`src/rtl/sct_pkg.sv`:
```
package sct_pkg;
   // clock and bus timing, all times in nanoseconds
   localparam int CLK_PERIOD_NS = 10;
   localparam int BUS_SETTLE_NS = 400;
   localparam int DESKEW_NS = 45;
   localparam int CABLE_SKEW_NS = 10;
   // least times round up to whole cycles
   localparam int SETTLE_CYC = (BUS_SETTLE_NS + CLK_PERIOD_NS - 1) / CLK_PERIOD_NS;
   localparam int SETUP_CYC = (DESKEW_NS + CABLE_SKEW_NS + CLK_PERIOD_NS - 1) / CLK_PERIOD_NS;
   // settle timer; the setup time is shorter and is covered by the same wait
   localparam int TIMER_W = 6;
   localparam logic [TIMER_W-1:0] SETTLE_LAST = TIMER_W'(SETTLE_CYC - 1);
   localparam logic [TIMER_W-1:0] TIMER_ZERO = 6'h00;
   localparam logic [TIMER_W-1:0] TIMER_ONE = 6'h01;
   // command byte counter
   localparam int CMD_CNT_W = 4;
   localparam logic [CMD_CNT_W-1:0] CMD_CNT_ZERO = 4'h0;
   localparam logic [CMD_CNT_W-1:0] CMD_CNT_ONE = 4'h1;
   // bus data width and user fifo depth
   localparam int BUS_W = 8;
   localparam int FIFO_DEPTH = 4;
   // released bus level and cleared byte, the reset values of the byte outputs
   localparam logic [BUS_W-1:0] BUS_RELEASED_N = 8'hFF;
   localparam logic [BUS_W-1:0] BYTE_CLEAR = 8'h00;
   // target sequencer, one-hot
   typedef enum logic [9:0] {
      ST_IDLE = 10'h001,
      ST_SELECTED = 10'h002,
      ST_CMD_SETTLE = 10'h004,
      ST_CMD_WAIT = 10'h008,
      ST_CMD_REQ = 10'h010,
      ST_CMD_REL = 10'h020,
      ST_STAT_WAIT = 10'h040,
      ST_STAT_SETUP = 10'h080,
      ST_STAT_REQ = 10'h100,
      ST_STAT_REL = 10'h200
   } sct_state_t;
endpackage

```
`src/rtl/sct_stream_if.sv`:
```
`timescale 1ns/100ps
// valid/ready byte stream between the sequencer and the fifo
interface sct_stream_if #(parameter int W = 8) ();
   logic valid; // source has a word
   logic ready; // sink takes it this cycle
   logic [W-1:0] data; // the word
   modport src (output valid, output data, input ready);
   modport snk (input valid, input data, output ready);
endinterface

```
`src/rtl/sct_fifo.sv`:
```
`timescale 1ns/100ps
// small synchronous fifo; words live in a register array
module sct_fifo #(
   parameter int W = 8,
   parameter int DEPTH = 4
) (
   // clock and reset
   input wire logic clk,
   input wire logic rst,
   // filling and draining sides
   sct_stream_if.snk inPort,
   sct_stream_if.src outPort
);
   localparam int PTR_W = (DEPTH > 1) ? $clog2(DEPTH) : 1;
   localparam int CNT_W = $clog2(DEPTH + 1);
   localparam logic [PTR_W-1:0] PTR_LAST = PTR_W'(DEPTH - 1);
   localparam logic [CNT_W-1:0] CNT_FULL = CNT_W'(DEPTH);
   localparam logic [CNT_W-1:0] CNT_ONE = CNT_W'(1);

   logic [W-1:0] mem [DEPTH]; // storage words
   logic [PTR_W-1:0] wrPtr; // next slot to write
   logic [PTR_W-1:0] rdPtr; // oldest word
   logic [CNT_W-1:0] fill; // words held
   wire push = inPort.valid && inPort.ready;
   wire pop = outPort.valid && outPort.ready;

   // pointer wrap, also fine for depths that are not a power of two
   function automatic logic [PTR_W-1:0] nextPtr(input logic [PTR_W-1:0] p);
      return (p == PTR_LAST) ? '0 : p + PTR_W'(1);
   endfunction

   // honest flags straight from the fill count
   assign inPort.ready = (fill != CNT_FULL);
   assign outPort.valid = (fill != '0);
   assign outPort.data = mem[rdPtr];

   // storage needs no reset, nothing reads an empty slot
   always_ff @(posedge clk) begin
      if (push) begin
         mem[wrPtr] <= inPort.data;
      end
   end

   // pointers and count
   always_ff @(posedge clk) begin
      if (rst) begin
         wrPtr <= '0;
         rdPtr <= '0;
         fill <= '0;
      end else begin
         if (push) begin
            wrPtr <= nextPtr(wrPtr);
         end
         if (pop) begin
            rdPtr <= nextPtr(rdPtr);
         end
         if (push && !pop) begin
            fill <= fill + CNT_ONE;
         end else if (pop && !push) begin
            fill <= fill - CNT_ONE;
         end
      end
   end
endmodule

```
`src/rtl/sct_target.sv`:
```
`timescale 1ns/100ps
module sct_target import sct_pkg::*; #(
   parameter int CMD_BYTES = 6,
   parameter logic [2:0] TARGET_ID = 3'h0 // arbitrary default bus id
) (
   // clock and reset
   input wire logic clk,
   input wire logic rst,
   // scsi lines driven by the initiator, active low, asynchronous
   input wire logic selN,
   input wire logic ackN,
   // busy line, open drain
   input wire logic bsyInN,
   output logic bsyOutN,
   output logic bsyOe,
   // data lines, two-way, active low
   input wire logic [BUS_W-1:0] dataInN,
   output logic [BUS_W-1:0] dataOutN,
   output logic dataOe,
   // phase and handshake lines driven only by the target
   output logic cdN,
   output logic ioN,
   output logic reqN,
   // user side: one strobe, request-to-send and clear-to-send
   input wire logic hostDataStrobeN,
   input wire logic [BUS_W-1:0] hostData,
   output logic [BUS_W-1:0] cmdData,
   output logic cmdRts,
   output logic statusCts
);
   localparam int SYNC_W = BUS_W + 3;
   localparam logic [CMD_CNT_W-1:0] CMD_LAST = CMD_CNT_W'(CMD_BYTES - 1);
   localparam logic [CMD_CNT_W-1:0] CMD_TOTAL = CMD_CNT_W'(CMD_BYTES);

   // two-stage synchronisers; only the second stage is looked at
   logic [SYNC_W-1:0] syncA;
   logic [SYNC_W-1:0] syncB;
   always_ff @(posedge clk) begin
      syncA <= {bsyInN, selN, ackN, dataInN};
      syncB <= syncA;
   end

   // bus levels in asserted-high sense
   wire busBsy = !syncB[SYNC_W-1];
   wire busSel = !syncB[SYNC_W-2];
   wire busAck = !syncB[SYNC_W-3];
   wire [BUS_W-1:0] busData = ~syncB[BUS_W-1:0];

   sct_state_t state; // sequencer state
   sct_state_t next_state; // its next value
   logic [TIMER_W-1:0] timer; // cycles spent in the current state
   logic [CMD_CNT_W-1:0] cmdCount; // command bytes taken this selection

   // command bytes flow to the user through a small fifo
   sct_stream_if #(.W(BUS_W)) pushIf ();
   sct_stream_if #(.W(BUS_W)) popIf ();
   sct_fifo #(.W(BUS_W), .DEPTH(FIFO_DEPTH)) cmdFifo (
      .clk(clk),
      .rst(rst),
      .inPort(pushIf),
      .outPort(popIf)
   );

   // decodes
   wire selHit = busSel && !busBsy && busData[TARGET_ID];
   wire settleDone = (timer == SETTLE_LAST);
   wire lastCmd = (cmdCount == CMD_LAST);
   wire takeCmd = !hostDataStrobeN && cmdRts;
   wire loadStatus = !hostDataStrobeN && statusCts && !cmdRts;
   // byte is pushed on the synced ack; data was set up before ack, so the
   // twin synchroniser delay keeps them aligned
   assign pushIf.valid = (state == ST_CMD_REQ) && busAck;
   assign pushIf.data = busData;
   // drain into the output stage whenever it is empty or being emptied
   assign popIf.ready = !cmdRts || takeCmd;

   // next-state selection
   always_comb begin
      next_state = state;
      unique case (state)
         ST_IDLE: begin
            if (selHit) begin
               next_state = ST_SELECTED;
            end
         end
         ST_SELECTED: begin
            // wait for the initiator to let go of select
            if (!busSel) begin
               next_state = ST_CMD_SETTLE;
            end
         end
         ST_CMD_SETTLE: begin
            if (settleDone) begin
               next_state = ST_CMD_WAIT;
            end
         end
         ST_CMD_WAIT: begin
            // request only when the fifo can take the byte, and after the
            // previous ack is gone
            if (pushIf.ready && !busAck) begin
               next_state = ST_CMD_REQ;
            end
         end
         ST_CMD_REQ: begin
            if (busAck) begin
               next_state = ST_CMD_REL;
            end
         end
         ST_CMD_REL: begin
            if (!busAck) begin
               next_state = lastCmd ? ST_STAT_WAIT : ST_CMD_WAIT;
            end
         end
         ST_STAT_WAIT: begin
            if (loadStatus) begin
               next_state = ST_STAT_SETUP;
            end
         end
         ST_STAT_SETUP: begin
            // settle covers the shorter data setup as well
            if (settleDone) begin
               next_state = ST_STAT_REQ;
            end
         end
         ST_STAT_REQ: begin
            if (busAck) begin
               next_state = ST_STAT_REL;
            end
         end
         ST_STAT_REL: begin
            if (!busAck) begin
               next_state = ST_IDLE;
            end
         end
         default: begin
            next_state = ST_IDLE; // broken one-hot code recovers
         end
      endcase
   end

   // output decodes from the next state, so every pin is a flop
   wire next_busy = (next_state != ST_IDLE);
   wire next_cmdPhase = (next_state == ST_CMD_SETTLE) || (next_state == ST_CMD_WAIT)
      || (next_state == ST_CMD_REQ) || (next_state == ST_CMD_REL);
   wire next_statPhase = (next_state == ST_STAT_SETUP) || (next_state == ST_STAT_REQ)
      || (next_state == ST_STAT_REL);
   wire next_req = (next_state == ST_CMD_REQ) || (next_state == ST_STAT_REQ);

   // state, timer and byte count
   always_ff @(posedge clk) begin
      if (rst) begin
         state <= ST_IDLE;
         timer <= TIMER_ZERO;
         cmdCount <= CMD_CNT_ZERO;
      end else begin
         state <= next_state;
         timer <= (state != next_state) ? TIMER_ZERO : timer + TIMER_ONE;
         if (state == ST_IDLE) begin
            cmdCount <= CMD_CNT_ZERO;
         end else if (state == ST_CMD_REL && !busAck) begin
            cmdCount <= cmdCount + CMD_CNT_ONE;
         end
      end
   end

   // scsi pins; reset releases everything
   always_ff @(posedge clk) begin
      if (rst) begin
         bsyOe <= 1'h0;
         bsyOutN <= 1'h1;
         cdN <= 1'h1;
         ioN <= 1'h1;
         reqN <= 1'h1;
         dataOe <= 1'h0;
      end else begin
         bsyOe <= next_busy;
         bsyOutN <= !next_busy;
         cdN <= !(next_cmdPhase || next_statPhase);
         ioN <= !next_statPhase;
         reqN <= !next_req;
         dataOe <= next_statPhase;
      end
   end

   // status byte is held from the strobe until the next one
   always_ff @(posedge clk) begin
      if (rst) begin
         dataOutN <= BUS_RELEASED_N;
      end else if (loadStatus) begin
         dataOutN <= ~hostData;
      end
   end

   // user side: rts while a command byte waits, cts while status is wanted
   always_ff @(posedge clk) begin
      if (rst) begin
         cmdRts <= 1'h0;
         cmdData <= BYTE_CLEAR;
         statusCts <= 1'h0;
      end else begin
         if (popIf.valid && popIf.ready) begin
            cmdRts <= 1'h1;
            cmdData <= popIf.data;
         end else if (takeCmd) begin
            cmdRts <= 1'h0;
         end
         statusCts <= (next_state == ST_STAT_WAIT);
      end
   end

   // helper: bytes pushed since selection
   logic [CMD_CNT_W-1:0] pushTotal;
   always_ff @(posedge clk) begin
      if (rst || state == ST_IDLE) begin
         pushTotal <= CMD_CNT_ZERO;
      end else if (pushIf.valid && pushIf.ready) begin
         pushTotal <= pushTotal + CMD_CNT_ONE;
      end
   end

   property p_bsy_answer;
      @(posedge clk) disable iff (rst) (state == ST_IDLE && selHit) |=> bsyOe;
   endproperty
   a_bsy_answer: assert property (p_bsy_answer) else $error("busy not driven after select");
   property p_sel_fast;
      @(posedge clk) disable iff (rst) $rose(busSel && busData[TARGET_ID] && !busBsy)
         |-> ##[1:3] bsyOe;
   endproperty
   a_sel_fast: assert property (p_sel_fast) else $error("selection answer too slow");
   property p_cmd_req;
      @(posedge clk) disable iff (rst) (!reqN && state == ST_CMD_REQ) |-> (!cdN && ioN);
   endproperty
   a_cmd_req: assert property (p_cmd_req) else $error("command req without c/d");
   property p_req_drop;
      @(posedge clk) disable iff (rst) (state == ST_CMD_REQ && busAck) |=> reqN;
   endproperty
   a_req_drop: assert property (p_req_drop) else $error("req held after byte taken");
   property p_six_bytes;
      @(posedge clk) disable iff (rst) $rose(state == ST_STAT_WAIT) |-> pushTotal == CMD_TOTAL;
   endproperty
   a_six_bytes: assert property (p_six_bytes) else $error("wrong command byte count");
   property p_status;
      @(posedge clk) disable iff (rst) (!reqN && !ioN) |-> (!cdN && dataOe);
   endproperty
   a_status: assert property (p_status) else $error("status req without c/d or data");
   property p_bsy_end;
      @(posedge clk) disable iff (rst) $fell(bsyOe) |-> ($past(state) == ST_STAT_REL);
   endproperty
   a_bsy_end: assert property (p_bsy_end) else $error("busy dropped before status end");
   property p_data_setup;
      @(posedge clk) disable iff (rst) ($fell(reqN) && !ioN) |-> $past(dataOe, SETUP_CYC);
   endproperty
   a_data_setup: assert property (p_data_setup) else $error("status data setup short");
   property p_settle;
      @(posedge clk) disable iff (rst) $fell(reqN) |-> !$past(cdN, SETTLE_CYC);
   endproperty
   a_settle: assert property (p_settle) else $error("c/d not settled before req");
   property p_rts_hold;
      @(posedge clk) disable iff (rst) (cmdRts && hostDataStrobeN) |=> cmdRts && $stable(cmdData);
   endproperty
   a_rts_hold: assert property (p_rts_hold) else $error("rts dropped without strobe");
endmodule

```
`config.mk`:
```
export PLATFORM = sky130hd
export DESIGN_NAME = sct_target
export DESIGN_NICKNAME = d
export VERILOG_FILES = /design/src/rtl/sct_pkg.sv /design/src/rtl/sct_stream_if.sv /design/src/rtl/sct_fifo.sv /design/src/rtl/sct_target.sv
export SDC_FILE = /design/constraint.sdc
export NUM_CORES = 1
export LEC_CHECK = 0
export BUFFER_PORTS_ARGS = -buffer_cell sky130_fd_sc_hd__buf_2
export CAP_MARGIN = 30
export CORE_MARGIN = 2
export CORE_UTILIZATION = 40
export DETAILED_ROUTE_END_ITERATION = 6
export GPL_TIMING_DRIVEN = 0
export SYNTH_ARGS = -nofsm -noshare
export SYNTH_HDL_FRONTEND = slang
export SYNTH_HIERARCHICAL = 1
export SYNTH_SLANG_ARGS = --single-unit
```
`constraint.sdc`:
```
create_clock -name clk -period 7 [get_ports clk]
set_input_delay 0 -clock clk [delete_from_list [all_inputs] [get_ports clk]]
set_output_delay 0 -clock clk [all_outputs]
set_load 0.005 [all_outputs]
```
After elaboration in Yosys (flattened, before gate mapping)
Memories as Yosys holds them, arrays and structs flattened. A register that Yosys moved wholly into a read port is not among the register bits.
Index checks and enable logic that the tools add are counted.
{ "word_totals": {"ff_bits": 65, "latch_bits": 0, "mem_bits_rw": 32, "romBits": 0, "in_bits": 22, "out_inout_bits": 24, "elab_cells": 106, "n_memories": 1} }
{ "classes": {"add_sub_neg": 6, "mul": 0, "div_mod_pow": 0, "order_cmp": 0, "eq_ne": 25, "shifts": 0, "muxes": 20, "bitwise": 2, "reduce_logical": 35} }
{ "memory_table": {"columns": ["name", "depth", "width", "read_ports", "rd_clocked_by_memory_dff", "write_ports", "line", "rtl"], "rows": [
  ["cmdFifo.mem", 4, 8, 1, 1, 1, "sct_fifo.sv:20", "logic [W-1:0] mem [DEPTH];"]
]} }
{ "op_table": {"columns": ["cell", "n"], "rows": [
  ["$mux W10", 10],
  ["$pmux W10 S10", 1],
  ["$eq A10 B10 Y1 const B", 2],
  ["$eq A10 B3 Y1 const B", 2],
  ["$eq A10 B4 Y1 const B", 2],
  ["$eq A10 B5 Y1 const B", 2],
  ["$eq A10 B6 Y1 const B", 2],
  ["$eq A10 B7 Y1 const B", 2],
  ["$eq A10 B8 Y1 const B", 2],
  ["$eq A10 B9 Y1 const B", 2],
  ["$not A8 Y8", 2],
  ["$logic_and A1 B1 Y1", 12],
  ["$eq A10 B1 Y1 const B", 1],
  ["$eq A10 B2 Y1 const B", 1],
  ["$logic_not A1 Y1", 10],
  ["$ne A10 B1 Y1 const B", 1],
  ["$ne A10 B10 Y1", 1],
  ["$logic_or A1 B1 Y1", 8],
  ["$mux W7", 1],
  ["$add A6 B1 Y6 const B", 1],
  ["$eq A6 B6 Y1 const B", 1],
  ["$mux W3", 2],
  ["$add A2 B1 Y2 const B", 2],
  ["$add A4 B1 Y4 const B", 1],
  ["other kinds (10)", 17]
]} }

Logic depth before layout (Yosys ltp)
Gate-level depths: netlist of the first run.
{ "logic_depth": {"depth_word": 11, "ltp_mapped": 11, "mapped_depth_nobuf": 9} }

By module
Netlist of the first run, hierarchy kept.
{ "modules_own_cells": {"columns": ["module", "instances", "cells_per_inst", "area_per_inst_um2", "seq_area_each_um2"], "rows": [
  ["sct_target", 1, 305, 2767.7, 1321.3],
  ["sct_fifo", 1, 90, 1634.1, 1141.1]
]} }

Worst setup path after synthesis of the first run
Ideal clock, no wire load.
{ "synth_path": {"kind": "register -> register", "start": "reg state[0]", "end": "reg cmdFifo.fill[2]", "setup_time_ps": 70, "arrival_time_ps": 3107, "required_ps": 6930, "path_slack_ps": 3823, "path_stages_with_launch": 12, "path_buffers": 2, "synth_period_minus_slack_ps": 3177, "path_cell_list": "dfxtp_1 buf_6 or4_4 buf_6 nor4b_1 and2_4 ha_1 inv_1 fa_1 xor2_1 or3_2 a21oi_1"} }
{ "synth_between": {"elab_chain_cells": 6, "elab_cells_between_ends": 8, "cone_classes": "eq/ne: 1; mux: 1; reduce/logical: 6"} }
{ "synth_rtl": {"columns": ["element", "line", "rtl"], "rows": [
  ["start: declaration", "sct_target.sv:49", "sct_state_t state;"],
  ["start signal: assignment", "sct_target.sv:156", "state <= next_state;"],
  ["$eq A10 B5 Y1 *", "sct_target.sv:72", "assign pushIf.valid = (state == ST_CMD_REQ) && busAck;"],
  ["$logic_and A1 B1 Y1 *", "sct_target.sv:72", null],
  ["via pushIf.valid", "sct_stream_if.sv:4", "logic valid;"],
  ["$logic_and A1 B1 Y1 *", null, null],
  ["via cmdFifo.push", "sct_fifo.sv:24", "wire push = inPort.valid && inPort.ready;"],
  ["$logic_not A1 Y1", "sct_fifo.sv:59", "end else if (pop && !push) begin"],
  ["$logic_and A1 B1 Y1", "sct_fifo.sv:59", null],
  ["$reduce_bool A2 Y1 (no line)", null, null],
  ["end signal: assignment", "sct_fifo.sv:58", "fill <= fill + CNT_ONE;"],
  ["end signal: assignment", "sct_fifo.sv:60", "fill <= fill - CNT_ONE;"],
  ["end: declaration", "sct_fifo.sv:23", "logic [CNT_W-1:0] fill;"]
]} }
The timed path passes the listed nets; every way through them passes the cells marked *.
A chain may end at the register's enable or synchronous reset.

Worst setup path in the final report of the first run
{ "layout_path": {"start": "reg state[3]", "end": "reg cmdFifo.fill[2]"} }
The elaborated chain is that of the path after synthesis.

==> reports/qor.txt, run 1 <==
Synth top area share: 0.341
Post-Synthesis Cells: 395
Clk pwr share: 0.338
critical path arrival: 4010 ps
Post-DP HPWL: 6740 um
WL/cell: 15.2 um
clock sink count: 107
Num CTS Buffers: 9
Yosys top cell by area: dfxtp_1
post-synth net total: 427
synth warn: 6
gpl congestion: 0.920
Pint: 806 uW
Slew @ Worst Pin: 944 ps
vias in the first global route: 3035
initial drt markers: 150
startpoint types: register
Finished Layout Cells: 617
remaining global-route overflow: 0
Initial Utilization: 0.408
Final Hold Fails: 0
Flop pwr share: 0.615
Post-DRT Antenna Nets: 0
pwr dens: 203 mW/mm2
ratio of cells with drive above 1 in the final layout: 0.201
Slew Limit Fails: 0
nets: 504
DRC Markers: 0
most frequent cell after synthesis: dfxtp_1
maxcap violations: 0
Setup crit end kind: register
Sw Share: 0.236
worst clock skew: 15.0 ps
routed wire length: 9360 um
sw power: 249 uW
Max Freq: 0.270 GHz
Synth Flop Type: dfxtp_1
Slew HR: 0.362
TritonCTS clock tree: built
minimum clock period: 3710 ps
grt met2 use: 0.293
status: complete, no violations
Async SR Flop Fraction: 0
grt met1 use: 0.202
Max Root-Sink Buffers: 2
area delta synth->final: 18.0%
initial antenna violation count: 0
antenna cells: 0
synth top area cells: dfxtp_1 34%, edfxtp_1 22%, mux4_2 4.1%, nor2_1 2.8%, ha_1 2.6%
unrepaired setup endpoints after global routing: no
Seq cells post-synth: 107
Post-CTS Repair Setup Buffers: 0
Die Y-Extent: 109 um
largest net degree at the start of global routing: 20
worst-path fanout max: 10
GRT Util Overall: 0.168
placed cells: 580
Post-synth EDFFs: 32
leakage: 0.00191 uW
synth unique cells: 65
num ports: 46
peak supply drop: 173 uV
commonest cells in the netlist: 75 x dfxtp_1, 33 x nor2_1, 32 x edfxtp_1
htree depth: 3
die width: 109 um
mapped cell area: 0.00440 mm2
Hold Path Class: primary input to register
final setup TNS: 0 ps
drt pass-1 iters: 4
root buffer cell: clkbuf_8
vias per cell: 5.19
kind of critical path: register to register
Tcrit/Tclk final: 0.530
Die ar.: 0.0119 mm2
global-route wire length before repair: 14900 um
Worst-Skew Late Latency: 380 ps
register area share after synthesis: 0.559
met3 GRT Util: 0.0383
Combinational Power Share: 0.047
CTS clk-pin slew, worst paths: 110 ps
syn avg cell area: 11.1 um2
final setup vio count: 0
DR vias: 3205
critical path data required time: 7300 ps
# rows: 38
IO Port Bufs: 45
area of the core: 0.0108 mm2
busiest layer in global routing: met2
critical path: stages, from the launching register on:
cell and delay (ps):
dfxtp_1 320, clkbuf_1 190, or4_4 520, buf_6 160
nor4b_1 810, and2_4 320, ha_1 180, inv_1 60
fa_1 370, xor2_1 150, or3_2 410, a21oi_1 150
cells by family after synthesis:
group | count (synthesis) | share of synthesized area
buffers and inverters | 43 | 0.0409
DFF | 107 | 0.559
AOI/OAI and AO/OA | 59 | 0.0913
muxes | 12 | 0.0500
xor gates and xnor gates | 16 | 0.0335
and+or+nand+nor | 148 | 0.195
adders and majority gates | 10 | 0.0301
final timing paths:
kind / slack [ps] / startpoint / endpoint / cells past startpoint
max: 3290 / state[3]$_SDFF_PP0_ / cmdFifo/fill[2]$_SDFFE_PP0P_ / 11
min: 250 / dataInN[3] / syncA[3]$_DFF_P_ / 2
max reg2reg: 3290 / state[3]$_SDFF_PP0_ / cmdFifo/fill[2]$_SDFFE_PP0P_ / 11
min reg2reg: 330 / syncA[5]$_DFF_P_ / syncB[5]$_DFF_P_ / 0
power groups by stage:
stage          Sequential [uW]  Combinational [uW]  Clock (uW)
6_report                   649                49.5         357
5_1_grt                    650                54.5         393
4_1_cts                    649                49.6         373
3_5_place_dp               664                40.6           0
3_3_place_gp               663                40.2           0
2_1_floorplan              663                25.7           0
repair_timing:
action,in CTS,in global routing
endpoints found under the hold margin,22,0
gates resized for setup,0,0
hold buffers,21,0
flip-flops by register name, indices dropped and copies added (netlist names), named ones only:
name           count
cdN                1
cmdRts             1
bsyOe              1
syncB             11
timer              6
dataOutN           8
cmdFifo/mem       32
statusCts          1
reqN               1
syncA             11
cmdFifo/wrPtr      2
cmdCount           4
state             10
cmdData            8
ioN                1
cmdFifo/fill       3
bsyOutN            1
dataOe             1
cmdFifo/rdPtr      2
metrics by stage:
| stage | util | hold WS (ps) | setup WS, ps | power (uW) | cell area, um2 |
|---|---|---|---|---|---|
| 6_report | 0.481 | 249 | 3290 | 1060 | 5200 |
| 5_1_grt | 0.481 | 234 | 3040 | 1100 | 5200 |
| 4_1_cts | 0.481 | 232 | 3260 | 1070 | 5200 |
| 3_5_place_dp | 0.445 | 104 | 3330 | 704 | 4800 |
| 3_3_place_gp | 0.445 | 103 | 3330 | 704 | 4800 |
| 2_1_floorplan | - | 27.7 | 3820 | 689 | 4400 |
layout by cell type, fill, tap and decap left out, drive strengths merged, types with 4 or more instances in the layout:
master,n
xor2,9
and2,5
nand2b,6
dfxtp,75
or3,6
a31oi,5
a211oi,4
nand3,6
edfxtp,32
and3,5
nor4b,4
or2,4
mux4,8
ha,9
xnor2,7
o31ai,4
or4,4
or3b,5
mux2i,4
buf,51
inv,20
nand2,27
clkbuf,30
dlygate4sd3,21
o21ai,8
nor3,14
nor4,7
nand4,5
a211o,8
nor2,33
a21oi,18
nor2b,5
metal layers:
layer  wire length (um)  vias to the layer above
li1                   -                     1568
met1               3890                     1546
met2               4890                       76
met3                417                       15
met4                165                        0
met5                  0                        -
final cells by class:
type / count / area [um2]
Clock buffer: 10 / 128
Fill cell: 1012 / 5600
Timing Repair Buffer: 66 / 435
Buffer: 26 / 116
Multi-Input combinational cell: 245 / 1760
Tap cell: 140 / 175
Inverter: 17 / 63.8
Sequential cell: 107 / 2460
Clock inverter: 6 / 56.3
Power figures use the tool's default switching activity.
==> run 2, diff against run 1 <==
==> constraint.sdc (replaced) <==
create_clock -name clk -period 3.5 [get_ports clk]
set_input_delay 0 -clock clk [delete_from_list [all_inputs] [get_ports clk]]
set_output_delay 0 -clock clk [all_outputs]
set_load 0.005 [all_outputs]
==> run 2 against run 1 <==
Against the previous run: first-iteration DRC count shrank 2.7%; sequential power up 100%; largest power group unchanged; critical endpoint unchanged; global-route usage unchanged; sequential share of layout area is 0.14 points lower; worst setup slack worse by 3000 ps; wire length rose by 0.71%; clock power is 99% higher; highest routed layer unchanged; total power up 100%.
==> reports/qor.txt, run 2 (synthesis results as in run 1) <==
Die Y-Extent: 109 um (unchanged)
routed wire length: 9420 um (was 9360 um)
initial antenna violation count: 0 (unchanged)
TritonCTS clock tree: built (unchanged)
Post-DRT Antenna Nets: 0 (unchanged)
Finished Layout Cells: 617 (unchanged)
initial drt markers: 146 (was 150)
biggest regs: cmdFifo/mem x32, syncA x11, syncB x11 (unchanged)
unrepaired setup endpoints after global routing: no (unchanged)
Slew @ Worst Pin: 842 ps (was 944 ps)
R2R cell count: 11 (unchanged)
antenna cells: 0 (unchanged)
Worst-Skew Late Latency: 380 ps (about the same)
worst slack on hold paths: 248 ps (was 249 ps)
ratio of cells with drive above 1 in the final layout: 0.203 (was 0.201)
area of the core: 0.0108 mm2 (unchanged)
commonest non-fill, non-tap cell in the layout: dfxtp_1 (unchanged)
commonest non-fill, non-tap cells in the layout: 75 x dfxtp_1, 47 x buf_2, 33 x nor2_1 (unchanged)
fin area: 0.00521 mm2 (was 0.00520 mm2)
Hold Path Class: primary input to register (unchanged)
worst r2r src: state[3]$_SDFF_PP0_ (unchanged)
htree depth: 3 (unchanged)
Post-CTS Repair Setup Buffers: 0 (unchanged)
kind of critical path: register to register (unchanged)
pwr dens: 405 mW/mm2 (was 203 mW/mm2)
final setup TNS: 0 ps (unchanged)
clock sink count: 107 (unchanged)
CTS clk-pin slew, worst paths: 110 ps (about the same)
critical path data required time: 3800 ps (was 7300 ps)
global-route wire length before repair: 14900 um (unchanged)
peak supply drop: 345 uV (was 173 uV)
Tot Pwr: 2110 uW (was 1060 uW)
critical path arrival: 3550 ps (was 4010 ps)
nets: 504 (unchanged)
Slew HR: 0.434 (was 0.362)
worst-path fanout max: 10 (unchanged)
Die ar.: 0.0119 mm2 (unchanged)
IO Port Bufs: 45 (unchanged)
die width: 109 um (unchanged)
Num CTS Buffers: 9 (unchanged)
vias in the first global route: 3035 (unchanged)
gpl congestion: 0.920 (unchanged)
status: complete, no violations (unchanged)
DR vias: 3200 (was 3205)
Max Root-Sink Buffers: 2 (unchanged)
FF-to-FF setup slack: 260 ps (was 3290 ps)
Slew Limit Fails: 0 (unchanged)
Post-DP HPWL: 6740 um (unchanged)
maxcap violations: 0 (unchanged)
num ports: 46 (unchanged)
DRC Markers: 0 (unchanged)
WL/cell: 15.3 um (was 15.2 um)
crit path from: state[3]$_SDFF_PP0_ (unchanged)
placed inst area: 0.00480 mm2 (unchanged)
reg2reg end: cmdFifo/fill[2]$_SDFFE_PP0P_ (unchanged)
hold path depth: 2 (unchanged)
largest net degree at the start of global routing: 20 (unchanged)
root buffer cell: clkbuf_8 (unchanged)
Setup crit end kind: register (unchanged)
leakage: 0.00191 uW (about the same)
minimum clock period: 3240 ps (was 3710 ps)
Most flops, register: cmdFifo/mem (unchanged)
Final Hold Fails: 0 (unchanged)
area delta synth->final: 18.4% (was 18.0%)
Initial Utilization: 0.408 (unchanged)
drt pass-1 iters: 4 (unchanged)
min-delay src: dataInN[3] (unchanged)
Largest register FFs: 32 (unchanged)
startpoint types: register (unchanged)
final setup vio count: 0 (unchanged)
placed cells: 580 (unchanged)
# rows: 38 (unchanged)
remaining global-route overflow: 0 (unchanged)
worst hold endpoint: syncA[3]$_DFF_P_ (unchanged)
# fillers: 1007 (was 1012)
Max Freq: 0.308 GHz (was 0.270 GHz)
worst clock skew: 15.1 ps (was 15.0 ps)
GRT Util Overall: 0.168 (unchanged)
Tcrit/Tclk final: 0.927 (was 0.530)
vias per cell: 5.19 (about the same)
==> run 2: cell count changes in the layout (fill, tap and decap cells not counted) <==
| cell | before | now |
|---|---|---|
| nor4b_1 | 4 | 3 |
| nor4b_4 | 0 | 1 |
==> run 2: cell type report <==
cell class,count,area (um2),share of cell area
Sequential cell,107,2460,0.473
Buffer,26,116,0.0223
Timing Repair Buffer,66,435,0.0836
Multi-Input combinational cell,245,1770,0.340
Clock buffer,10,128,0.0245
Clock inverter,6,56.3,0.0108
Inverter,17,63.8,0.0122
Tap cell,140,175,0.0336
==> run 2: timing repair <==
item	4_1_cts	5_1_grt
gates resized for setup	1	1
endpoints found under the setup margin	1	1
hold buffers	21	0
gates cloned	0	0
endpoints found under the hold margin	22	0
==> run 2: worst max path at each step <==
stage | cells past startpoint | end
2_1_floorplan | 11 | cmdFifo/fill[2]$_SDFFE_PP0P_
3_3_place_gp | 11 | cmdFifo/fill[2]$_SDFFE_PP0P_
6_report | 11 | cmdFifo/fill[2]$_SDFFE_PP0P_
4_1_cts | 11 | cmdFifo/fill[2]$_SDFFE_PP0P_
5_1_grt | 11 | cmdFifo/fill[2]$_SDFFE_PP0P_
3_5_place_dp | 11 | cmdFifo/fill[2]$_SDFFE_PP0P_
==> run 2: metal layers <==
layer  wire [um]  vias to the layer above  track usage
li1            -                     1569            -
met1        3940                     1553        0.202
met2        4930                       64        0.293
met3         382                       14       0.0383
met4         166                        0       0.0586
met5           0                        -            0
==> run 2: power by group <==
part	switching (uW)	internal, uW	total, uW
sequential	6.42	1290	1300
clock	440	273	712
combinational	51.8	48.2	100
total	498	1610	2110
==> run 2: critical path: stages, from the launching register on <==
cell	delay [ps]
dfxtp_1	320
clkbuf_1	190
or4_4	520
buf_6	160
nor4b_4	410
and2_4	250
ha_1	180
inv_1	60
fa_1	370
xor2_1	150
or3_2	410
a21oi_1	150
==> run 2: through the flow <==
stage | setup WS [ps] | util
after global placement | -168 | 0.445
after detailed placement | -170 | 0.445
after floorplan | 323 | -
after global routing | 109 | 0.483
final | 256 | 0.483
after CTS | 98.3 | 0.482
